### config.mk
export PLATFORM = sky130hd
export DESIGN_NAME = sarc_top
export DESIGN_NICKNAME = d
export VERILOG_FILES = /design/src/hw/sarc_pkg.sv /design/src/hw/sarc_lbl_if.sv /design/src/hw/sarc_label_mem.sv /design/src/hw/sarc_top.sv
export VERILOG_INCLUDE_DIRS = /design/src /design/src/hw
export SDC_FILE = /design/constraint.sdc
export NUM_CORES = 2
export LEC_CHECK = 0
export BUFFER_PORTS_ARGS = -buffer_cell sky130_fd_sc_hd__buf_2
export CAP_MARGIN = 20
export CORE_ASPECT_RATIO = 1.25
export CORE_UTILIZATION = 45
export CTS_BUF_LIST = sky130_fd_sc_hd__clkbuf_8
export DETAILED_ROUTE_END_ITERATION = 8
export HOLD_SLACK_MARGIN = 0.06
export SYNTH_ARGS = -nofsm -noshare
export SYNTH_HDL_FRONTEND = slang
export SYNTH_SLANG_ARGS = --single-unit
### constraint.sdc
create_clock -name i_clk -period 4.91 [get_ports i_clk]
set_input_delay 0.982 -clock i_clk [delete_from_list [all_inputs] [get_ports i_clk]]
set_output_delay 0.982 -clock i_clk [all_outputs]
set_load 0.03 [all_outputs]
### src/hw/sarc_cfg.svh
`ifndef SARC_CFG_SVH
`define SARC_CFG_SVH
// register byte offsets
`define SARC_OFF_CTRL      8'h00
`define SARC_OFF_SAMPLE    8'h04
`define SARC_OFF_HOLD      8'h08
`define SARC_OFF_THEN      8'h0C
`define SARC_OFF_RELSEL    8'h10
`define SARC_OFF_TRIGDLY   8'h14
`define SARC_OFF_STATUS    8'h18
`define SARC_OFF_IRQSTAT   8'h1C
`define SARC_OFF_IRQMASK   8'h20
`define SARC_OFF_TOD       8'h24
`define SARC_OFF_DAY       8'h28
`define SARC_OFF_PROBE     8'h2C
`define SARC_OFF_THRESH    8'h30
`define SARC_OFF_RECORD    8'h40
`define SARC_OFF_LABEL     8'h50
`define SARC_OFF_END       8'h64
// ctrl field positions
`define SARC_CTRL_RUN      0
`define SARC_CTRL_PROBE    1
// irq status bit positions
`define SARC_IRQ_DONE      0
`define SARC_IRQ_ALARM     1
`define SARC_IRQ_RELAY     2
// reset values
`define SARC_RST_SAMPLE    16'h0001
`define SARC_RST_HOLD      16'h0001
`define SARC_RST_TRIGDLY   8'h00
// timing and memory counts
`define SARC_SEC_PER_DAY   17'd86400
`define SARC_LABEL_WORDS   5
`endif

### src/hw/sarc_pkg.sv
`default_nettype none
package sarc_pkg;
  // operating phase, one-hot
  typedef enum logic [2:0] {
    ST_IDLE   = 3'b001,
    ST_SAMPLE = 3'b010,
    ST_HOLD   = 3'b100
  } sarc_phase_type;

  // whole state of the control block
  typedef struct packed {
    logic [2:0][6:0]  sync;       // pin synchroniser stages
    logic [6:0]       lvl;        // accepted pin levels
    sarc_phase_type   phase;      // sample / hold phase
    logic [15:0]      sample_time;
    logic [15:0]      hold_time;
    logic [15:0]      sec_left;   // seconds left in phase
    logic             run;
    logic             probe_en;
    logic [3:0]       th_en;      // per-channel alarm enable
    logic [6:0]       relay_sel;  // alarm events tied to relay
    logic [7:0]       trig_delay;
    logic [7:0]       persist;    // consecutive periods with a relay-selected alarm
    logic [3:0][31:0] thresh;
    logic [3:0][31:0] count;      // live counts
    logic [3:0][31:0] record;     // committed counts
    logic [2:0]       pin_alarm;  // flow/laser/scatter seen
    logic [6:0]       alarm_rec;  // committed alarm vector
    logic             relay;
    logic [16:0]      tod;        // seconds of day
    logic [15:0]      day;        // day number
    logic [2:0]       irq_stat;
    logic [2:0]       irq_mask;
    logic             irq;
    logic [15:0]      probe_val;
    logic             pready;
    logic             pslverr;
    logic [31:0]      prdata;
  } sarc_state_type;

  // label memory state
  typedef struct packed {
    logic [4:0][31:0] word;
    logic [31:0]      rdata;
  } sarc_lbl_state_type;
endpackage
`default_nettype wire

### src/hw/sarc_lbl_if.sv
`default_nettype none
interface sarc_lbl_if;
  logic        we;     // write strobe
  logic [2:0]  addr;   // word index
  logic [31:0] wdata;  // write data
  logic [31:0] rdata;  // registered read data
  modport ctl (output we, output addr, output wdata, input rdata);
  modport mem (input we, input addr, input wdata, output rdata);
endinterface
`default_nettype wire

### src/hw/sarc_label_mem.sv
`include "sarc_cfg.svh"
`default_nettype none
module sarc_label_mem (
  // clock and reset
  input  wire logic i_clk,
  input  wire logic i_rst_n,
  // access port
  sarc_lbl_if.mem   bus
);
  import sarc_pkg::*;

  sarc_lbl_state_type s;       // current state
  sarc_lbl_state_type next_s;  // next state

  // write masks each byte to seven-bit ASCII, read is registered
  always_comb begin
    next_s = s;
    if (bus.we && bus.addr < 3'(`SARC_LABEL_WORDS)) begin
      next_s.word[bus.addr] = bus.wdata & 32'h7F7F_7F7F;
    end
    if (bus.addr < 3'(`SARC_LABEL_WORDS)) begin
      next_s.rdata = s.word[bus.addr];
    end else begin
      next_s.rdata = 32'h0000_0000;  // out of range reads zero
    end
  end

  // state register
  always_ff @(posedge i_clk or negedge i_rst_n) begin
    if (!i_rst_n) begin
      s <= '0;
    end else begin
      s <= next_s;
    end
  end

  assign bus.rdata = s.rdata;
endmodule
`default_nettype wire

### src/hw/sarc_top.sv
`include "sarc_cfg.svh"
`default_nettype none
module sarc_top #(
  parameter int CH_USED = 4  // channels built, 2 or 4
) (
  // clock and reset
  input  wire logic        i_clk,
  input  wire logic        i_rst_n,
  // apb slave
  input  wire logic        i_psel,
  input  wire logic        i_penable,
  input  wire logic        i_pwrite,
  input  wire logic [7:0]  i_paddr,
  input  wire logic [31:0] i_pwdata,
  output logic [31:0]      o_prdata,
  output logic             o_pready,
  output logic             o_pslverr,
  // sensor pins
  input  wire logic [3:0]  i_particle,
  input  wire logic        i_flow_alarm,
  input  wire logic        i_laser_alarm,
  input  wire logic        i_scatter_alarm,
  // same-clock inputs
  input  wire logic        i_sec_tick,
  input  wire logic [15:0] i_probe_data,
  // outputs
  output logic             o_relay,
  output logic             o_counting,
  output logic             o_probe_en,
  output logic             o_irq
);
  import sarc_pkg::*;

  sarc_state_type s;       // current state
  sarc_state_type next_s;  // next state
  sarc_lbl_if     lbl ();  // label memory port

  logic [6:0]  rise;       // accepted rising edges
  logic [6:0]  alarm;      // alarm vector at commit
  logic        sample_end; // sample period ends this cycle
  logic        hit;        // selected alarm present
  logic [2:0]  irq_set;    // events this cycle
  logic [2:0]  irq_clr;    // software clears
  logic        first_acc;  // first access cycle
  logic        done;       // transfer completes
  logic [7:0]  waddr;      // word-aligned address
  logic [7:0]  rel;        // offset inside an array
  logic [31:0] rdata;      // read mux
  logic        mapped;     // address decodes
  logic [7:0]  pnext;      // persistence plus one

  // label memory
  sarc_label_mem u_label (
    .i_clk   (i_clk),
    .i_rst_n (i_rst_n),
    .bus     (lbl)
  );

  // label port driven straight from the bus
  always_comb begin
    waddr     = {i_paddr[7:2], 2'b00};
    rel       = waddr - `SARC_OFF_LABEL;
    lbl.addr  = rel[4:2];
    lbl.wdata = i_pwdata;
    lbl.we    = i_psel && i_penable && s.pready && i_pwrite
                && waddr >= `SARC_OFF_LABEL && waddr < `SARC_OFF_END;
  end

  // read decode, every register one aligned word
  always_comb begin
    mapped = 1'b1;
    rdata  = 32'h0000_0000;
    if (waddr >= `SARC_OFF_LABEL && waddr < `SARC_OFF_END) begin
      rdata = lbl.rdata;
    end else if (waddr >= `SARC_OFF_RECORD && waddr < `SARC_OFF_LABEL) begin
      rdata = s.record[i_paddr[3:2]];
    end else if (waddr >= `SARC_OFF_THRESH && waddr < `SARC_OFF_RECORD) begin
      rdata = s.thresh[i_paddr[3:2]];
    end else begin
      case (waddr)
        `SARC_OFF_CTRL:    rdata = {30'h0000_0000, s.probe_en, s.run};
        `SARC_OFF_SAMPLE:  rdata = {16'h0000, s.sample_time};
        `SARC_OFF_HOLD:    rdata = {16'h0000, s.hold_time};
        `SARC_OFF_THEN:    rdata = {28'h000_0000, s.th_en};
        `SARC_OFF_RELSEL:  rdata = {25'h000_0000, s.relay_sel};
        `SARC_OFF_TRIGDLY: rdata = {24'h00_0000, s.trig_delay};
        `SARC_OFF_STATUS:  rdata = {5'h00, s.persist, s.sec_left[7:0],
                                    s.alarm_rec, s.relay, s.phase};
        `SARC_OFF_IRQSTAT: rdata = {29'h0000_0000, s.irq_stat};
        `SARC_OFF_IRQMASK: rdata = {29'h0000_0000, s.irq_mask};
        `SARC_OFF_TOD:     rdata = {15'h0000, s.tod};
        `SARC_OFF_DAY:     rdata = {16'h0000, s.day};
        `SARC_OFF_PROBE:   rdata = {16'h0000, s.probe_val};
        default:           mapped = 1'b0;  // unmapped answers error
      endcase
    end
  end

  // next-state logic
  always_comb begin
    next_s     = s;
    sample_end = 1'b0;
    alarm      = 7'h00;
    hit        = 1'b0;
    pnext      = 8'h00;
    irq_set    = 3'h0;
    irq_clr    = 3'h0;
    first_acc  = i_psel && i_penable && !s.pready;
    done       = i_psel && i_penable && s.pready;

    // three-stage pin sync, change taken when stages two and three agree
    next_s.sync[0] = {i_scatter_alarm, i_laser_alarm, i_flow_alarm, i_particle};
    next_s.sync[1] = s.sync[0];
    next_s.sync[2] = s.sync[1];
    for (int i = 0; i < 7; i++) begin
      if (s.sync[1][i] == s.sync[2][i]) begin
        next_s.lvl[i] = s.sync[2][i];
      end
    end
    rise = next_s.lvl & ~s.lvl;

    // time of day, rolls into the day count
    if (i_sec_tick) begin
      if (s.tod == `SARC_SEC_PER_DAY - 17'd1) begin
        next_s.tod = 17'h0_0000;
        next_s.day = s.day + 16'h0001;
      end else begin
        next_s.tod = s.tod + 17'h0_0001;
      end
    end

    // sample / hold sequencer
    unique case (s.phase)
      ST_IDLE: begin
        // start a fresh sample period
        if (s.run) begin
          next_s.phase     = ST_SAMPLE;
          next_s.sec_left  = s.sample_time;
          next_s.count     = '0;
          next_s.pin_alarm = 3'h0;
        end
      end
      ST_SAMPLE: begin
        // counting happens only here
        for (int i = 0; i < 4; i++) begin
          next_s.count[i] = s.count[i] + {31'h0000_0000, rise[i]};
        end
        next_s.pin_alarm = s.pin_alarm | s.lvl[6:4];
        if (i_sec_tick) begin
          if (s.sec_left <= 16'h0001) begin
            sample_end      = 1'b1;
            next_s.phase    = ST_HOLD;
            next_s.sec_left = s.hold_time;
          end else begin
            next_s.sec_left = s.sec_left - 16'h0001;
          end
        end
      end
      ST_HOLD: begin
        // no counting while holding
        if (i_sec_tick) begin
          if (s.sec_left <= 16'h0001) begin
            next_s.phase     = ST_SAMPLE;
            next_s.sec_left  = s.sample_time;
            next_s.count     = '0;
            next_s.pin_alarm = 3'h0;
          end else begin
            next_s.sec_left = s.sec_left - 16'h0001;
          end
        end
      end
      default: begin
        next_s.phase = ST_IDLE;  // illegal code recovers
      end
    endcase
    if (!s.run) begin
      next_s.phase = ST_IDLE;  // stop aborts the period
    end

    // commit record, evaluate alarms and relay
    if (sample_end) begin
      next_s.record = next_s.count;
      for (int i = 0; i < 4; i++) begin
        alarm[i] = s.th_en[i] && (i < CH_USED)
                   && next_s.count[i] >= s.thresh[i];
      end
      alarm[6:4]       = next_s.pin_alarm;
      next_s.alarm_rec = alarm;
      hit              = |(alarm & s.relay_sel);
      pnext            = (s.persist == 8'hFF) ? 8'hFF : s.persist + 8'h01;
      if (hit) begin
        next_s.persist = pnext;
        // zero delay closes at once, else after N periods in a row
        next_s.relay = (pnext >= s.trig_delay) || s.relay;
      end else begin
        next_s.persist = 8'h00;
        next_s.relay   = 1'b0;
      end
      irq_set[`SARC_IRQ_DONE]  = 1'b1;
      irq_set[`SARC_IRQ_ALARM] = |alarm;
      irq_set[`SARC_IRQ_RELAY] = next_s.relay && !s.relay;
    end

    // probe value visible only when enabled
    next_s.probe_val = s.probe_en ? i_probe_data : 16'h0000;

    // apb: one wait state, prdata and pready from flops
    next_s.pready  = first_acc;
    next_s.pslverr = first_acc && !mapped;
    // read data stands only in the answer cycle of a mapped read, else zero
    next_s.prdata = (first_acc && mapped && !i_pwrite) ? rdata : 32'h0000_0000;

    // register writes on the completing edge
    if (done && i_pwrite) begin
      if (waddr >= `SARC_OFF_THRESH && waddr < `SARC_OFF_RECORD) begin
        next_s.thresh[i_paddr[3:2]] = i_pwdata;
      end
      case (waddr)
        `SARC_OFF_CTRL: begin
          next_s.run      = i_pwdata[`SARC_CTRL_RUN];
          next_s.probe_en = i_pwdata[`SARC_CTRL_PROBE];
        end
        `SARC_OFF_SAMPLE: begin
          // zero is clamped to the one-second floor
          next_s.sample_time = (i_pwdata[15:0] == 16'h0000) ? 16'h0001
                               : i_pwdata[15:0];
        end
        `SARC_OFF_HOLD: begin
          next_s.hold_time = (i_pwdata[15:0] == 16'h0000) ? 16'h0001
                             : i_pwdata[15:0];
        end
        `SARC_OFF_THEN:    next_s.th_en      = i_pwdata[3:0];
        `SARC_OFF_RELSEL:  next_s.relay_sel  = i_pwdata[6:0];
        `SARC_OFF_TRIGDLY: next_s.trig_delay = i_pwdata[7:0];
        `SARC_OFF_IRQSTAT: irq_clr           = i_pwdata[2:0];
        `SARC_OFF_IRQMASK: next_s.irq_mask   = i_pwdata[2:0];
        `SARC_OFF_TOD: begin
          // out-of-range time of day is forced to midnight
          next_s.tod = (i_pwdata[16:0] < `SARC_SEC_PER_DAY) ? i_pwdata[16:0]
                       : 17'h0_0000;
        end
        `SARC_OFF_DAY:     next_s.day = i_pwdata[15:0];
        default: begin
          // read-only or label words
        end
      endcase
    end

    // sticky status, set beats clear in the same cycle
    next_s.irq_stat = (s.irq_stat & ~irq_clr) | irq_set;
    next_s.irq      = |(next_s.irq_stat & next_s.irq_mask);
  end

  // state register
  always_ff @(posedge i_clk or negedge i_rst_n) begin
    if (!i_rst_n) begin
      s             <= '0;
      s.phase       <= ST_IDLE;
      s.sample_time <= `SARC_RST_SAMPLE;
      s.hold_time   <= `SARC_RST_HOLD;
      s.trig_delay  <= `SARC_RST_TRIGDLY;
    end else begin
      s <= next_s;
    end
  end

  // outputs straight from flops
  assign o_prdata   = s.prdata;
  assign o_pready   = s.pready;
  assign o_pslverr  = s.pslverr;
  assign o_relay    = s.relay;
  assign o_counting = s.phase[1];
  assign o_probe_en = s.probe_en;
  assign o_irq      = s.irq;
endmodule
`default_nettype wire

==> results_dict.tcl <==
set metrics [dict create \
    synth_xor_xnor_area_share_pct 0.930 \
    start_util_pct 45.7 \
    place_inst 4869 \
    power_density_nw_per_um2 349 \
    setup_viol 0 \
    nets 4137 \
    synth-compound-area-share_pct 13.4 \
    yosys.area_share.simple_pct 13.8 \
    core_area_um2 84600 \
    die_x_um 264 \
    rsz0062_at_grt "yes" \
    synth_edf_count 0 \
    async_flop_share_pct 100 \
    irDropWorstVdd_mv 0.207 \
    route.detailed.drc 0 \
    yosysWarnings 0 \
    drt_iter0_markers 3198 \
    hold_viol 0 \
    finalSetupTns_ps 0 \
    syn-instance-count 3742 \
    synth_fp_nets 3960 \
    drive_gt1_share_pct 23.6 \
    wirelength_um 124000 \
    fmax_mhz 209 \
    cp_data_arrival_time_ps 5420 \
    final_util_pct 52.5 \
    skew_ps 30.1 \
    finalHoldWorstSlack_ps 264 \
    io_buffer_count 104 \
    grt_busiest_layer "met2" \
    syn_area_um2 38600 \
    required_ps 5550 \
    post_dp_cell_area_um2 41100 \
    setup_ws_ps 130 \
    cts_sinks 761 \
    ys_seq_area_share_pct 49.3 \
    ys_ff_latch 761 \
    cts_hold_buf 0 \
    syn2layout_area_growth_pct 15.1 \
    relSlewSlack_pct 22.3 \
    min_period_ps 4780 \
    cts_htree_levels 3 \
    p_leak_nw 20.8 \
    cp-end-kind "flop" \
    die_h_um 330 \
    gr-total-overflow 0 \
    cts_tree "done" \
    worst_pin_slew_ps 1160 \
    reg2regPathDepth 18 \
    synth_top_family_by_area "simple AND/OR/NAND/NOR gates" \
    drt-wirelength-per-cell_um 24.2 \
    cap_violations 0 \
    avgSynthCellArea_um2 10.3 \
    grt_pass1_wl_um 187000 \
    use_met2_pct 47.0 \
    clk_path_buf_depth 3 \
    cts-buffers-inserted 121 \
    dp_hpwl_um 88100 \
    final_cell_count_no_fill 5117 \
    grt_pass1_vias 29600 \
    vias 30200 \
    grt_use_met3_pct 4.91 \
    synth_cell_type_count 92 \
    antenna_found_initial 5 \
    drt-vias-per-instance 5.90 \
    period_share_pct 97.3 \
    drv_slew 0 \
    clk_pin_slew_ps 70 \
    crit_type "reg -> reg" \
    path_max_fanout 27 \
    ys.flop_type "dfrtp_1" \
    use_met1_pct 37.3 \
    final_common_cell "dfrtp_1" \
    first_pass_iters 8 \
    design.die.area_um2 87000 \
    io_pins 107 \
    synthMuxAreaShare_pct 12.9 \
    status "completed" \
    p_total_mw 15.5 \
    clock_latency_ps 780 \
    detailedPlace.worstSlack_ps -272 \
    synth_fa_ha_area_share_pct 4.93 \
    row_count 119 \
    globalplace.congestion 0.992 \
    grt_start_max_net_pins 99 \
    nFillCells 7579 \
    ant_nets 0 \
    layout_common_cells "dfrtp_1, nand2_1, o21ai_0, mux2_2, inv_1" \
    stdcell_area_um2 44400 \
    critPathLaunchType "flop" \
    cts_root_buf "clkbuf_8" \
    hp-class "in -> async" \
    track_usage_pct 28.6 \
]
## cell type report
| class | count | area, um^2 | area share [%] |
|---|---|---|---|
| Clock inverter | 63 | 628 | 1.41 |
| Multi-Input combinational cell | 2564 | 18100 | 40.8 |
| Inverter | 162 | 608 | 1.37 |
| Sequential cell | 761 | 19000 | 42.9 |
| Tap cell | 1089 | 1360 | 3.07 |
| Clock buffer | 167 | 2300 | 5.17 |
| Timing Repair Buffer | 309 | 2350 | 5.29 |
| Antenna cell | 2 | 5.00 | 0.0113 |
## worst max-delay path, stage by stage, from the launching register on
cell and delay [ps]:
dfrtp_1 460, nor4_4 380, o211a_1 260, and2_1 240, a31oi_4 120, buf_12 190
buf_4 190, a22oi_2 270, ha_1 280, nand2b_1 150, a2111oi_1 440, buf_4 210
o311ai_1 200, o31a_1 350, buf_4 150, a211oi_1 230, and4_1 260, o31a_1 180
o41ai_4 90
## cell families after synthesis
family,count (synthesis)
compound gates,853
xor+xnor,41
flops,761
fa+ha+maj,153
simple gates,1165
mux,352
buf+inv,417
## power by group
group / leakage [nW] / internal (mW) / switching [mW]
Clock: 1.61 / 3.71 / 2.72
Sequential: 9.40 / 6.60 / 0.395
Combinational: 9.81 / 0.769 / 1.33
Total: 20.8 / 11.1 / 4.45
## worst paths after layout
check / from / end / slack (ps)
max in group asynchronous: i_rst_n / s[418] / 3520
max: s[524] / o_irq / 130
min in group i_clk: i_particle[3] / next_s[582] / 310
min reg2reg: next_s[585] / next_s[592] / 320
max reg2reg: s[524] / o_irq / 130
min: i_rst_n / s[85] / 260
## flip-flops by register name, summed over array words and instances, names as in the netlist
register and flops:
u_label.s 140, o_prdata 32, o_relay 1, o_probe_en 1, next_s 14, u_label.bus.rdata 28, o_irq 1, o_counting 1
o_pready 1, s 541, o_pslverr 1
## metal layers
layer,wire (um),share of wire (%),vias up
met3,7740,6.3,265
met1,51500,42,15200
met5,0,0,-
met4,5640,4.6,0
met2,58800,48,1049
li1,-,-,13700
## repair_timing
item | 4_1_cts | 5_1_grt
hold endpoints to repair | 0 | 0
buffers inserted | 4 | 10
gates resized for setup | 11 | 68
endpoints found under the setup margin | 12 | 12
cloned | 0 | 1
pin swaps | 6 | 25
## cells in the mapped netlist (45+ instances only)
master | n | area share (%)
mux2_2 | 249 | 7.3
clkbuf_1 | 149 | 1.4
a31oi_1 | 49 | 0.79
o21ai_0 | 422 | 5.5
a22oi_1 | 45 | 0.87
nand4_1 | 54 | 0.87
ha_1 | 149 | 4.8
and2_1 | 48 | 0.78
nand3_1 | 84 | 1.1
mux4_2 | 92 | 5.4
dfrtp_1 | 758 | 49
nor2_1 | 201 | 2.0
and3_1 | 49 | 0.79
a21oi_1 | 112 | 1.5
nand2_1 | 603 | 5.9
inv_1 | 162 | 1.6
No activity file was read; power rests on OpenSTA's default activity.
